## src/rsg_pkg.sv

```systemverilog
// Package for the reset, strap capture and GPIO alternate-function block
package rsg_pkg;
  // Operating modes decoded from the switch mode strap
  typedef enum logic [3:0] {
    RSG_MODE_SINGLE,
    RSG_MODE_SINGLE_EE,
    RSG_MODE_SINGLE_JUMP0,
    RSG_MODE_SINGLE_JUMP1,
    RSG_MODE_SINGLE_LOWLAT,
    RSG_MODE_SINGLE_EE_LOWLAT,
    RSG_MODE_MULTI_UNATT_I2C_EE,
    RSG_MODE_MULTI_DISABLED,
    RSG_MODE_MULTI_DISABLED_EE,
    RSG_MODE_RESERVED
  } rsg_mode_t;

  // Strap codes
  localparam logic [3:0] RSG_SW_SINGLE = 4'h0;
  localparam logic [3:0] RSG_SW_SINGLE_EE = 4'h1;
  localparam logic [3:0] RSG_SW_JUMP0 = 4'h2;
  localparam logic [3:0] RSG_SW_JUMP1 = 4'h3;
  localparam logic [3:0] RSG_SW_LOWLAT = 4'h8;
  localparam logic [3:0] RSG_SW_EE_LOWLAT = 4'h9;
  localparam logic [3:0] RSG_SW_MULTI_UNATT_EE = 4'hc;
  localparam logic [3:0] RSG_SW_MULTI_DIS = 4'hd;
  localparam logic [3:0] RSG_SW_MULTI_DIS_EE = 4'hf;

  // Reference clock frequencies in MHz
  localparam int RSG_GCLK_SEL0_MHZ = 100;
  localparam int RSG_GCLK_SEL1_MHZ = 125;

  // GPIO pin function selections
  localparam logic [1:0] RSG_FN_GPIO = 2'h0;
  localparam logic [1:0] RSG_FN_ALT1 = 2'h1;
  localparam logic [1:0] RSG_FN_ALT2 = 2'h2;

  localparam int RSG_NUM_GPIO = 3;
  localparam int RSG_NUM_STACK = 4;
  localparam int RSG_NUM_FAILOVER = 3;

  // Captured strap set
  typedef struct packed {
    logic [3:0] sw_mode;
    logic gclk_fsel;
    logic [1:0] clk_mode;
    logic [3:0] stack_cfg;
  } rsg_straps_t;

  localparam rsg_straps_t RSG_STRAPS_RST = '0;

  // Per-pin GPIO control: function select, output value, output enable
  typedef struct packed {
    logic [1:0] fsel;
    logic out_val;
    logic out_en;
  } rsg_gpio_ctl_t;
endpackage

```

## src/rsg_reset_strap.sv

```systemverilog
// Reset halt sequencing, strap capture and GPIO 6..8 alternate function mux
`timescale 1ns/1ps
//
// Contract
// - Fundamental reset holds all internal logic reset; here straps, mode decode and synchronisers keep running during it
// - Halt during reset keeps quasi-reset, SMBus active
// - Clearing halt bit starts normal operation
// - Codes 0..3 select single partition modes
// - Codes 4..7 reserved, no defined mode
// - Codes 8, 9 select reduced latency modes
// - Code C selects multi-partition unattached I2C EEPROM
// - Codes D, F select multi-partition disabled modes
// - Frequency select 0 means 100, 1 means 125 MHz
// - Failover input change with enable raises event
// - Pin 6 is failover 1 or failover 3
// - Pin 7 is failover 2 or link-up output
// - Pin 8 is expander irq or link-active output
// - Pins 6..8 also usable as plain GPIO
// - One strap per lane stack picks its configuration
// - Two-bit clock mode strap picks port clocking
module rsg_reset_strap (
  // Clock and reset
  input wire logic core_clk,
  input wire logic rst,
  // Reset pins
  input wire logic fundamental_reset_n,
  input wire logic reset_halt_request,
  // Halt bit clear from the SMBus register path
  input wire logic halt_bit_clear,
  // Straps
  input wire logic [3:0] switch_operating_mode_strap,
  input wire logic global_clock_freq_select,
  input wire logic [1:0] port_clocking_mode_strap,
  input wire logic stack0_config_strap,
  input wire logic stack1_config_strap,
  input wire logic stack2_config_strap,
  input wire logic stack3_config_strap,
  // GPIO control and pins, index 0..2 for pins 6..8
  input wire rsg_pkg::rsg_gpio_ctl_t [2:0] gpio_ctl,
  input wire logic [2:0] gpio_pin_in,
  output logic [2:0] gpio_pin_out,
  output logic [2:0] gpio_pin_oe,
  // Port 8 status and failover enables
  input wire logic port8_link_up,
  input wire logic port8_link_active,
  input wire logic [2:0] failover_enable,
  // Status outputs
  output logic core_reset,
  output logic smbus_enable,
  output logic halt_bit,
  output rsg_pkg::rsg_straps_t straps,
  output rsg_pkg::rsg_mode_t switch_mode,
  output logic mode_reserved,
  output logic [7:0] gclk_freq_mhz,
  output logic [2:0] failover_event,
  output logic [2:0] failover_level,
  output logic io_expander_irq,
  output logic [2:0] gpio_in_val
);
  import rsg_pkg::*;

  typedef enum logic [1:0] {RSG_ST_RESET, RSG_ST_HALT, RSG_ST_RUN} rsg_state_t;

  logic [1:0] perst_sync_reg;
  logic [1:0] halt_sync_reg;
  logic [2:0] gpio_meta_reg;
  logic [2:0] gpio_sync_reg;
  logic [10:0] strap_meta_reg;
  logic [10:0] strap_sync_reg;
  logic perst_n;
  rsg_state_t state_reg;
  rsg_state_t state_next;
  logic [2:0] fo_raw;
  logic [2:0] fo_prev_reg;
  logic fo_valid_reg;

  // Two-flop synchronisers for every pin input
  always_ff @(posedge core_clk) begin
    if (rst) begin
      perst_sync_reg <= 2'h0;
      halt_sync_reg <= 2'h0;
      gpio_meta_reg <= 3'h0;
      gpio_sync_reg <= 3'h0;
      strap_meta_reg <= 11'h000;
      strap_sync_reg <= 11'h000;
    end else begin
      perst_sync_reg <= {perst_sync_reg[0], fundamental_reset_n};
      halt_sync_reg <= {halt_sync_reg[0], reset_halt_request};
      gpio_meta_reg <= gpio_pin_in;
      gpio_sync_reg <= gpio_meta_reg;
      strap_meta_reg <= {switch_operating_mode_strap, global_clock_freq_select,
        port_clocking_mode_strap, stack3_config_strap, stack2_config_strap,
        stack1_config_strap, stack0_config_strap};
      strap_sync_reg <= strap_meta_reg;
    end
  end

  assign perst_n = perst_sync_reg[1];

  // Sequencer: reset, optional halt, then run
  always_comb begin
    state_next = state_reg;
    unique case (state_reg)
      RSG_ST_RESET: begin
        if (perst_n) begin
          state_next = halt_sync_reg[1] ? RSG_ST_HALT : RSG_ST_RUN;
        end
      end
      RSG_ST_HALT: begin
        if (halt_bit_clear) begin
          state_next = RSG_ST_RUN;
        end
      end
      RSG_ST_RUN: begin
        state_next = RSG_ST_RUN;
      end
    endcase
    if (!perst_n) begin
      state_next = RSG_ST_RESET;
    end
  end

  always_ff @(posedge core_clk) begin
    if (rst) begin
      state_reg <= RSG_ST_RESET;
    end else begin
      state_reg <= state_next;
    end
  end

  // Reset and halt outputs registered from next state
  always_ff @(posedge core_clk) begin
    if (rst) begin
      core_reset <= 1'b1;
      smbus_enable <= 1'b0;
      halt_bit <= 1'b0;
    end else begin
      core_reset <= (state_next != RSG_ST_RUN);
      smbus_enable <= (state_next != RSG_ST_RESET);
      halt_bit <= (state_next == RSG_ST_HALT);
    end
  end

  // Straps follow the pins only while reset is held, so the value seen at
  // release is what stays; the board must not move them afterwards
  always_ff @(posedge core_clk) begin
    if (rst) begin
      straps <= RSG_STRAPS_RST;
    end else if (state_reg == RSG_ST_RESET && !perst_n) begin
      straps <= rsg_straps_t'(strap_sync_reg);
    end
  end

  // Mode decode
  always_ff @(posedge core_clk) begin
    if (rst) begin
      switch_mode <= RSG_MODE_RESERVED;
      mode_reserved <= 1'b1;
      gclk_freq_mhz <= 8'(RSG_GCLK_SEL0_MHZ);
    end else begin
      mode_reserved <= 1'b0;
      unique case (straps.sw_mode)
        RSG_SW_SINGLE: switch_mode <= RSG_MODE_SINGLE;
        RSG_SW_SINGLE_EE: switch_mode <= RSG_MODE_SINGLE_EE;
        RSG_SW_JUMP0: switch_mode <= RSG_MODE_SINGLE_JUMP0;
        RSG_SW_JUMP1: switch_mode <= RSG_MODE_SINGLE_JUMP1;
        RSG_SW_LOWLAT: switch_mode <= RSG_MODE_SINGLE_LOWLAT;
        RSG_SW_EE_LOWLAT: switch_mode <= RSG_MODE_SINGLE_EE_LOWLAT;
        RSG_SW_MULTI_UNATT_EE: switch_mode <= RSG_MODE_MULTI_UNATT_I2C_EE;
        RSG_SW_MULTI_DIS: switch_mode <= RSG_MODE_MULTI_DISABLED;
        RSG_SW_MULTI_DIS_EE: switch_mode <= RSG_MODE_MULTI_DISABLED_EE;
        default: begin
          switch_mode <= RSG_MODE_RESERVED;
          mode_reserved <= 1'b1;
        end
      endcase
      gclk_freq_mhz <= straps.gclk_fsel ? 8'(RSG_GCLK_SEL1_MHZ)
                                        : 8'(RSG_GCLK_SEL0_MHZ);
    end
  end

  // Failover inputs: 1 on pin 6 alt1, 2 on pin 7 alt1, 3 on pin 6 alt2
  always_comb begin
    fo_raw[0] = (gpio_ctl[0].fsel == RSG_FN_ALT1) & gpio_sync_reg[0];
    fo_raw[1] = (gpio_ctl[1].fsel == RSG_FN_ALT1) & gpio_sync_reg[1];
    fo_raw[2] = (gpio_ctl[0].fsel == RSG_FN_ALT2) & gpio_sync_reg[0];
  end

  // Change detect; the first compare after leaving reset is skipped so
  // the sampled reset value is not taken for a change
  always_ff @(posedge core_clk) begin
    if (rst || core_reset) begin
      fo_prev_reg <= 3'h0;
      fo_valid_reg <= 1'b0;
      failover_event <= 3'h0;
      failover_level <= 3'h0;
    end else begin
      fo_prev_reg <= fo_raw;
      fo_valid_reg <= 1'b1;
      failover_level <= fo_raw;
      failover_event <= fo_valid_reg ? ((fo_raw ^ fo_prev_reg) & failover_enable)
                                     : 3'h0;
    end
  end

  // Pin drivers and input observation
  generate
    for (genvar i = 0; i < RSG_NUM_GPIO; i++) begin : g_pin
      always_ff @(posedge core_clk) begin
        if (rst || core_reset) begin
          gpio_pin_out[i] <= 1'b0;
          gpio_pin_oe[i] <= 1'b0;
          gpio_in_val[i] <= 1'b0;
        end else begin
          gpio_in_val[i] <= gpio_sync_reg[i];
          if (gpio_ctl[i].fsel == RSG_FN_GPIO) begin
            gpio_pin_out[i] <= gpio_ctl[i].out_val;
            gpio_pin_oe[i] <= gpio_ctl[i].out_en;
          end else if (gpio_ctl[i].fsel == RSG_FN_ALT2 && i == 1) begin
            gpio_pin_out[i] <= ~port8_link_up;
            gpio_pin_oe[i] <= 1'b1;
          end else if (gpio_ctl[i].fsel == RSG_FN_ALT2 && i == 2) begin
            gpio_pin_out[i] <= ~port8_link_active;
            gpio_pin_oe[i] <= 1'b1;
          end else begin
            gpio_pin_out[i] <= 1'b0;
            gpio_pin_oe[i] <= 1'b0;
          end
        end
      end
    end
  endgenerate

  // Expander interrupt, active low on pin 8 first alternate function
  always_ff @(posedge core_clk) begin
    if (rst || core_reset) begin
      io_expander_irq <= 1'b0;
    end else begin
      io_expander_irq <= (gpio_ctl[2].fsel == RSG_FN_ALT1) & ~gpio_sync_reg[2];
    end
  end

  // Assertions
  reset_hold_a: assert property (@(posedge core_clk) disable iff (rst)
    !perst_n |=> core_reset) else $error("core left reset while reset pin low");
  halt_enter_a: assert property (@(posedge core_clk) disable iff (rst)
    state_reg == RSG_ST_RESET && perst_n && halt_sync_reg[1]
      |=> halt_bit && core_reset && smbus_enable) else $error("halt not entered");
  halt_exit_a: assert property (@(posedge core_clk) disable iff (rst)
    state_reg == RSG_ST_HALT && halt_bit_clear && perst_n
      |=> !core_reset && !halt_bit) else $error("halt clear did not release");
  halt_stay_a: assert property (@(posedge core_clk) disable iff (rst)
    halt_bit && !halt_bit_clear |=> core_reset) else $error("left halt early");
  mode_res_a: assert property (@(posedge core_clk) disable iff (rst)
    straps.sw_mode inside {[4'h4:4'h7]} |=> mode_reserved)
    else $error("reserved code decoded");
  mode_single_a: assert property (@(posedge core_clk) disable iff (rst)
    straps.sw_mode == RSG_SW_SINGLE |=> switch_mode == RSG_MODE_SINGLE && !mode_reserved)
    else $error("code 0 misdecoded");
  mode_jump1_a: assert property (@(posedge core_clk) disable iff (rst)
    straps.sw_mode == RSG_SW_JUMP1 |=> switch_mode == RSG_MODE_SINGLE_JUMP1)
    else $error("code 3 misdecoded");
  mode_lowlat_a: assert property (@(posedge core_clk) disable iff (rst)
    straps.sw_mode == 4'h8 |=> switch_mode == RSG_MODE_SINGLE_LOWLAT)
    else $error("code 8 misdecoded");
  mode_ee_lowlat_a: assert property (@(posedge core_clk) disable iff (rst)
    straps.sw_mode == RSG_SW_EE_LOWLAT |=> switch_mode == RSG_MODE_SINGLE_EE_LOWLAT)
    else $error("code 9 misdecoded");
  mode_multi_a: assert property (@(posedge core_clk) disable iff (rst)
    straps.sw_mode == RSG_SW_MULTI_UNATT_EE |=> switch_mode == RSG_MODE_MULTI_UNATT_I2C_EE)
    else $error("code c misdecoded");
  mode_dis_a: assert property (@(posedge core_clk) disable iff (rst)
    straps.sw_mode == RSG_SW_MULTI_DIS |=> switch_mode == RSG_MODE_MULTI_DISABLED)
    else $error("code d misdecoded");
  mode_dis_ee_a: assert property (@(posedge core_clk) disable iff (rst)
    straps.sw_mode == RSG_SW_MULTI_DIS_EE |=> switch_mode == RSG_MODE_MULTI_DISABLED_EE)
    else $error("code f misdecoded");
  gclk_freq_a: assert property (@(posedge core_clk) disable iff (rst)
    1'b1 |=> gclk_freq_mhz == ($past(straps.gclk_fsel) ? 8'h7d : 8'h64))
    else $error("clock frequency misdecoded");
  strap_hold_a: assert property (@(posedge core_clk) disable iff (rst)
    !core_reset && $past(!core_reset) |-> $stable(straps))
    else $error("straps moved while running");
  fo_event_a: assert property (@(posedge core_clk) disable iff (rst || core_reset)
    failover_event[0] |-> $past(failover_enable[0]))
    else $error("failover event without enable");
  fo_change_a: assert property (@(posedge core_clk) disable iff (rst || core_reset)
    fo_valid_reg |=> failover_event ==
      ((failover_level ^ $past(failover_level)) & $past(failover_enable)))
    else $error("failover event does not follow input change");
  pin6_alt2_a: assert property (@(posedge core_clk) disable iff (rst || core_reset)
    gpio_ctl[0].fsel == RSG_FN_ALT2 |=> !gpio_pin_oe[0] &&
      failover_level[2] == $past(gpio_sync_reg[0])) else $error("pin 6 failover 3 wrong");
  link_up_a: assert property (@(posedge core_clk) disable iff (rst || core_reset)
    gpio_ctl[1].fsel == RSG_FN_ALT2 |=> gpio_pin_oe[1] && gpio_pin_out[1] ==
      !$past(port8_link_up)) else $error("link-up pin wrong");
  link_active_a: assert property (@(posedge core_clk) disable iff (rst || core_reset)
    gpio_ctl[2].fsel == RSG_FN_ALT2 |=> gpio_pin_oe[2] && gpio_pin_out[2] ==
      !$past(port8_link_active)) else $error("link-active pin wrong");
  expander_irq_a: assert property (@(posedge core_clk) disable iff (rst || core_reset)
    gpio_ctl[2].fsel == RSG_FN_ALT1 |=> !gpio_pin_oe[2] &&
      io_expander_irq == !$past(gpio_sync_reg[2])) else $error("expander irq wrong");
  plain_gpio_a: assert property (@(posedge core_clk) disable iff (rst || core_reset)
    gpio_ctl[1].fsel == RSG_FN_GPIO |=> gpio_pin_oe[1] == $past(gpio_ctl[1].out_en) &&
      gpio_pin_out[1] == $past(gpio_ctl[1].out_val)) else $error("plain gpio pin 7 wrong");
endmodule

```

## config.mk

```make
export PLATFORM = sky130hd
export DESIGN_NAME = rsg_reset_strap
export DESIGN_NICKNAME = d
export VERILOG_FILES = /design/src/rsg_pkg.sv /design/src/rsg_reset_strap.sv
export SDC_FILE = /design/constraint.sdc
export NUM_CORES = 1
export LEC_CHECK = 0
export BUFFER_PORTS_ARGS = -buffer_cell sky130_fd_sc_hd__buf_4
export CORE_UTILIZATION = 25
export CTS_CLUSTER_SIZE = 24
export DETAILED_ROUTE_END_ITERATION = 8
export SETUP_SLACK_MARGIN = 0.1
export SLEW_MARGIN = 20
export SYNTH_ARGS = -nofsm -noshare
export SYNTH_HDL_FRONTEND = slang
export SYNTH_SLANG_ARGS = --single-unit
```

## constraint.sdc

```tcl
create_clock -name core_clk -period 3.09 [get_ports core_clk]
set_clock_uncertainty 0.2 [all_clocks]
set_input_delay 0.618 -clock core_clk [delete_from_list [all_inputs] [get_ports core_clk]]
set_output_delay 0.618 -clock core_clk [all_outputs]
set_load 0.1 [all_outputs]
```

---- Word-level counts from Yosys, hierarchy flattened ----
Index checks and enable logic that the tools add are counted.
operators by class
  equality and inequality tests ........... 18
  mux-type cells .......................... 16
  bitwise gates (word level) .............. 11
  reduce and logical (&&, ||, !) cells .... 12
operators with widths
  cell                                                             count
  4-bit case mux with 9 select lines                               1
  4-bit == test, second input constant                             5
  2-bit by 1-bit == test with 1-bit output, second input constant  5
  1-bit two-way mux                                                10
  9-bit OR reduction                                               1
  2-bit == test, second input constant                             4
  4-bit by 2-bit == test with 1-bit output, second input constant  2
  2-bit logical NOT                                                4
  2-bit two-way mux                                                3
  2-bit case mux with 3 select lines                               1
  5-bit two-way mux                                                1
  1-bit inverter                                                   5
  1-bit bitwise AND                                                4
  4-bit by 1-bit == test with 1-bit output, second input constant  1
  4-bit logical NOT                                                1
  2-bit OR reduction                                               2
  3-bit bitwise AND                                                1
  3-bit XOR                                                        1
  2-bit != test, second input constant                             1
  2-bit nonzero test                                               1
  1-bit logical AND                                                1
  1-bit logical NOT                                                1
  1-bit logical OR                                                 1
word-level totals
  register bits after elaboration ......... 78
  word-level logic and storage cells ...... 87

---- Logic depth before layout (Yosys ltp) ----
  word-level depth ........................ 4
  mapped depth ............................ 6
  depth with buffers taken out ............ 5

---- Least setup slack after synthesis ----
OpenSTA, ideal clock, no wires.
  path type ............................... register -> output
  start ................................... register gclk_freq_mhz[3]
  end ..................................... output port gclk_freq_mhz[3]
  arrival ................................. 1374 ps
  data required time ...................... 2272 ps
  slack ................................... 898 ps
  stages on the path, launching flop included .. 2
  path buffers ............................ 1
  path through ............................ dfxtp_1 -> buf_4
RTL lines
  element                 RTL line                RTL
  start, declared         rsg_reset_strap.sv:54   output logic [7:0] gclk_freq_mhz,
  start signal, assigned  rsg_reset_strap.sv:159  gclk_freq_mhz <= 8'(RSG_GCLK_SEL0_MHZ);
  start signal, assigned  rsg_reset_strap.sv:177  gclk_freq_mhz <= straps.gclk_fsel ? 8'(RSG_GCLK_SEL1_MHZ)
No word-level cell between the ends.

---- Worst setup path after layout ----
  start ................................... register straps[10] in the netlist's numbering
  end ..................................... output port straps[10] in the netlist's numbering
RTL lines
  element                 RTL line                RTL
  start, declared         rsg_reset_strap.sv:51   output rsg_pkg::rsg_straps_t straps,
  start signal, assigned  rsg_reset_strap.sv:150  straps <= rsg_straps_t'(strap_sync_reg);
No word-level cell between the ends.

==> impl_metrics.csv <==
group,metric,value,unit
clock_network,clkLatencyLatePin,330,ps
route,firstDrtPassIters,4,
floorplanning,initial_utilization,26.0,%
route,viasPerCell,3.97,
setup_path,slowest_stage,"dfxtp_1",
clock_network,cts_resized,0,
logic_synthesis,ys_seq_area_share,62.3,%
timing,relSlewSlack,47.6,%
floorplanning,die_area,0.00950,mm^2
cells_and_area,antenna_cells,0,
logic_synthesis,yosys-top-cells-area,"dfxtp_1 (62%), nor2b_1 (9.3%), nand2_1 (4.1%)",
clock_network,max-clock-path-buffers,2,
cells_and_area,final_core_util,35.1,%
clock_network,post_cts_buffers,0,
timing,tightest_slew,785,ps
hold_path,hp-start,"strap_sync_reg[5]$_SDFF_PP0_",
setup_path,r2r_start,"state_reg[0]$_SDFF_PP0_",
setup_path,cpPeakStageDelay,480,ps
global_routing,grt_pass1_wl,7.02,mm
setup_path,path_buf_inv,1,
timing,clock.fmax,505,MHz
cells_and_area,final_nets,330,
timing,fin_crit,1980,ps
logic_synthesis,syn_inst,219,
setup_path,cp-end-kind,"output pin",
setup_path,crit_fanout,8,
global_routing,groute.usage.overall,9.47,%
clock_network,root_buffer,"clkbuf_8",
timing,finalSetupViolations,0,
logic_synthesis,ys_types,30,
floorplanning,ioPinCount,79,
cells_and_area,area_growth_syn_to_layout,35.0,%
clock_network,cts.sinks,71,
route,drc,0,
hold_path,min-delay-path-class,"reg -> reg",
timing,holdWs,232,ps
place,place_congestion,0.721,
setup_path,r2r_setup_slack,1310,ps
logic_synthesis,synth_top_cell_by_area,"dfxtp_1",
place,hpwlAfterDp,3.09,mm
setup_path,r2r_end,"straps[3]$_SDFFE_PP0P_",
route,via_count,1603,
logic_synthesis,synth_top_cell_area_share,62.3,%
setup_path,path_delay_family,"flip-flops",
pwr,powerDensity,610,mW/mm^2
cells_and_area,drive_gt1_share,30.1,%
place,io_buffers,73,
global_routing,grt_max_degree,52,
timing,drv_slew,0,
setup_path,reg2regPathDepth,5,
logic_synthesis,synth_seq_cells,71,
route,wl_per_cell,10.7,um
logic_synthesis,synth-main-ff-cell,"dfxtp_1",
timing,fin_tns_setup,0,ps
logic_synthesis,synth_area,0.00228,mm^2
floorplanning,die_height,97.5,um
route,wl,4.33,mm
logic_synthesis,synth_edf_count,0,
timing,hold_viol_final,0,
floorplanning,core_area,0.00876,mm^2
run_status,status,"complete, no violations",
flow_run,maxCapViolations,0,
logic_synthesis,ys.warnings.count,0,
route,postRouteAntennaNets,0,
clock_network,numCtsBuffers,9,
hold_path,min_path_cells,2,
global_routing,antenna_found_initial,0,
setup_path,crit_type,"reg -> out",
setup_path,arrival,1160,ps
timing,rsz0062_at_grt,"no",
floorplanning,num_rows,34,
floorplanning,die_w,97.5,um
cells_and_area,layout_common_cells,"buf_4 (73), dfxtp_1 (71), nor2b_1 (34)",
clock_network,cts_tree,"built",
route,drtIter0Drc,37,
setup_path,crit_chain,"buf_4",
setup_path,worst-endpoint-required,2270,ps
pwr,p_leak,1.31,nW
pwr,max-vdd-ir-drop,0.167,mV
logic_synthesis,avgSynthCellArea,10.4,um^2
clock_network,hold_buffers,0,
setup_path,start_kind,"register",
pwr,total_power,1.88,mW
global_routing,first_global_vias,1527,
hold_path,min_to,"straps[5]$_SDFFE_PP0P_",
global_routing,grt_overflow_total,0,
logic_synthesis,async_flop_share,0,%
timing,period_share,64.0,%
clock_network,cts.htree.levels,3,
cells_and_area,final_common_cell,"buf_4",
clock_network,clk_pin_slew_worst_paths,70,ps
==> layout make-up <==
class,count,area (um^2)
repair buffers,73,548
inverters,5,18.8
clock inverters,6,60.1
multi-input cells,131,756
fillers,914,5690
flip-flops and latches,71,1420
well taps,108,135
clock buffers,10,138
==> synth_stat cells, types with 2 or more instances <==
master and count:
a21oi_1 13, and2_1 3, buf_2 3, buf_4 7
clkbuf_1 3, conb_1 2, dfxtp_1 71, ha_1 3
inv_1 5, mux2i_1 3, nand2_1 25, nand2b_1 4
nand3_1 4, nand3b_1 6, nor2_1 11, nor2b_1 34
nor3_1 4, nor3b_1 2, nor4b_1 3, xor2_1 3
==> per-layer routing <==
metal / up-vias / routed length (um) / GRT usage, %
li1: 831 / - / -
met1: 711 / 1860 / 10.5
met2: 54 / 2100 / 14.8
met3: 7 / 283 / 3.38
met4: 0 / 93 / 7.13
met5: - / 0 / 0
==> power by group <==
group | internal [mW] | leakage, nW | switching, mW
clock network | 0.390 | 0.0981 | 0.333
logic | 0.0615 | 0.627 | 0.138
registers | 0.944 | 0.581 | 0.0109
==> kinds of logic (layout without fill, tap and decap cells) <==
| group | Yosys count | after routing | synth area share (%) |
|---|---|---|---|
| flip-flops | 71 | 71 | 62.3 |
| AO/OA/AOI/OAI | 19 | 19 | 4.83 |
| XOR/XNOR | 3 | 3 | 1.15 |
| buffers and inverters | 20 | 94 | 4.99 |
| other | 2 | 5 | 0.329 |
| AND/OR/NAND/NOR | 98 | 98 | 23.4 |
| adder cells (fa/ha/maj) | 3 | 3 | 1.65 |
| multiplexers | 3 | 3 | 1.32 |
==> how the worst max path moves through the flow <==
stage / cells past startpoint / startpoint / slack (ps) / endpoint
floorplan: 1 / gclk_freq_mhz[3]$_SDFF_PP0_ / 900 / gclk_freq_mhz[3]
global placement: 4 / rst / 980 / gpio_in_val[0]$_SDFF_PN0_
detailed placement: 4 / rst / 900 / gpio_in_val[2]$_SDFF_PN0_
CTS: 1 / straps[10]$_SDFFE_PP0P_ / 1100 / straps[10]
global route: 1 / straps[10]$_SDFFE_PP0P_ / 1060 / straps[10]
finish: 1 / straps[10]$_SDFFE_PP0P_ / 1110 / straps[10]
==> stage by stage <==
step / setup slack (ps) / area (um^2) / cells
2_1_floorplan: 898 / 2290 / 222
3_3_place_gp: 977 / 2880 / 388
3_5_place_dp: 903 / 2880 / 388
4_1_cts: 1100 / 3080 / 404
5_1_grt: 1060 / 3080 / 404
6_report: 1110 / 3080 / 404
Power figures use the tool's default switching activity.
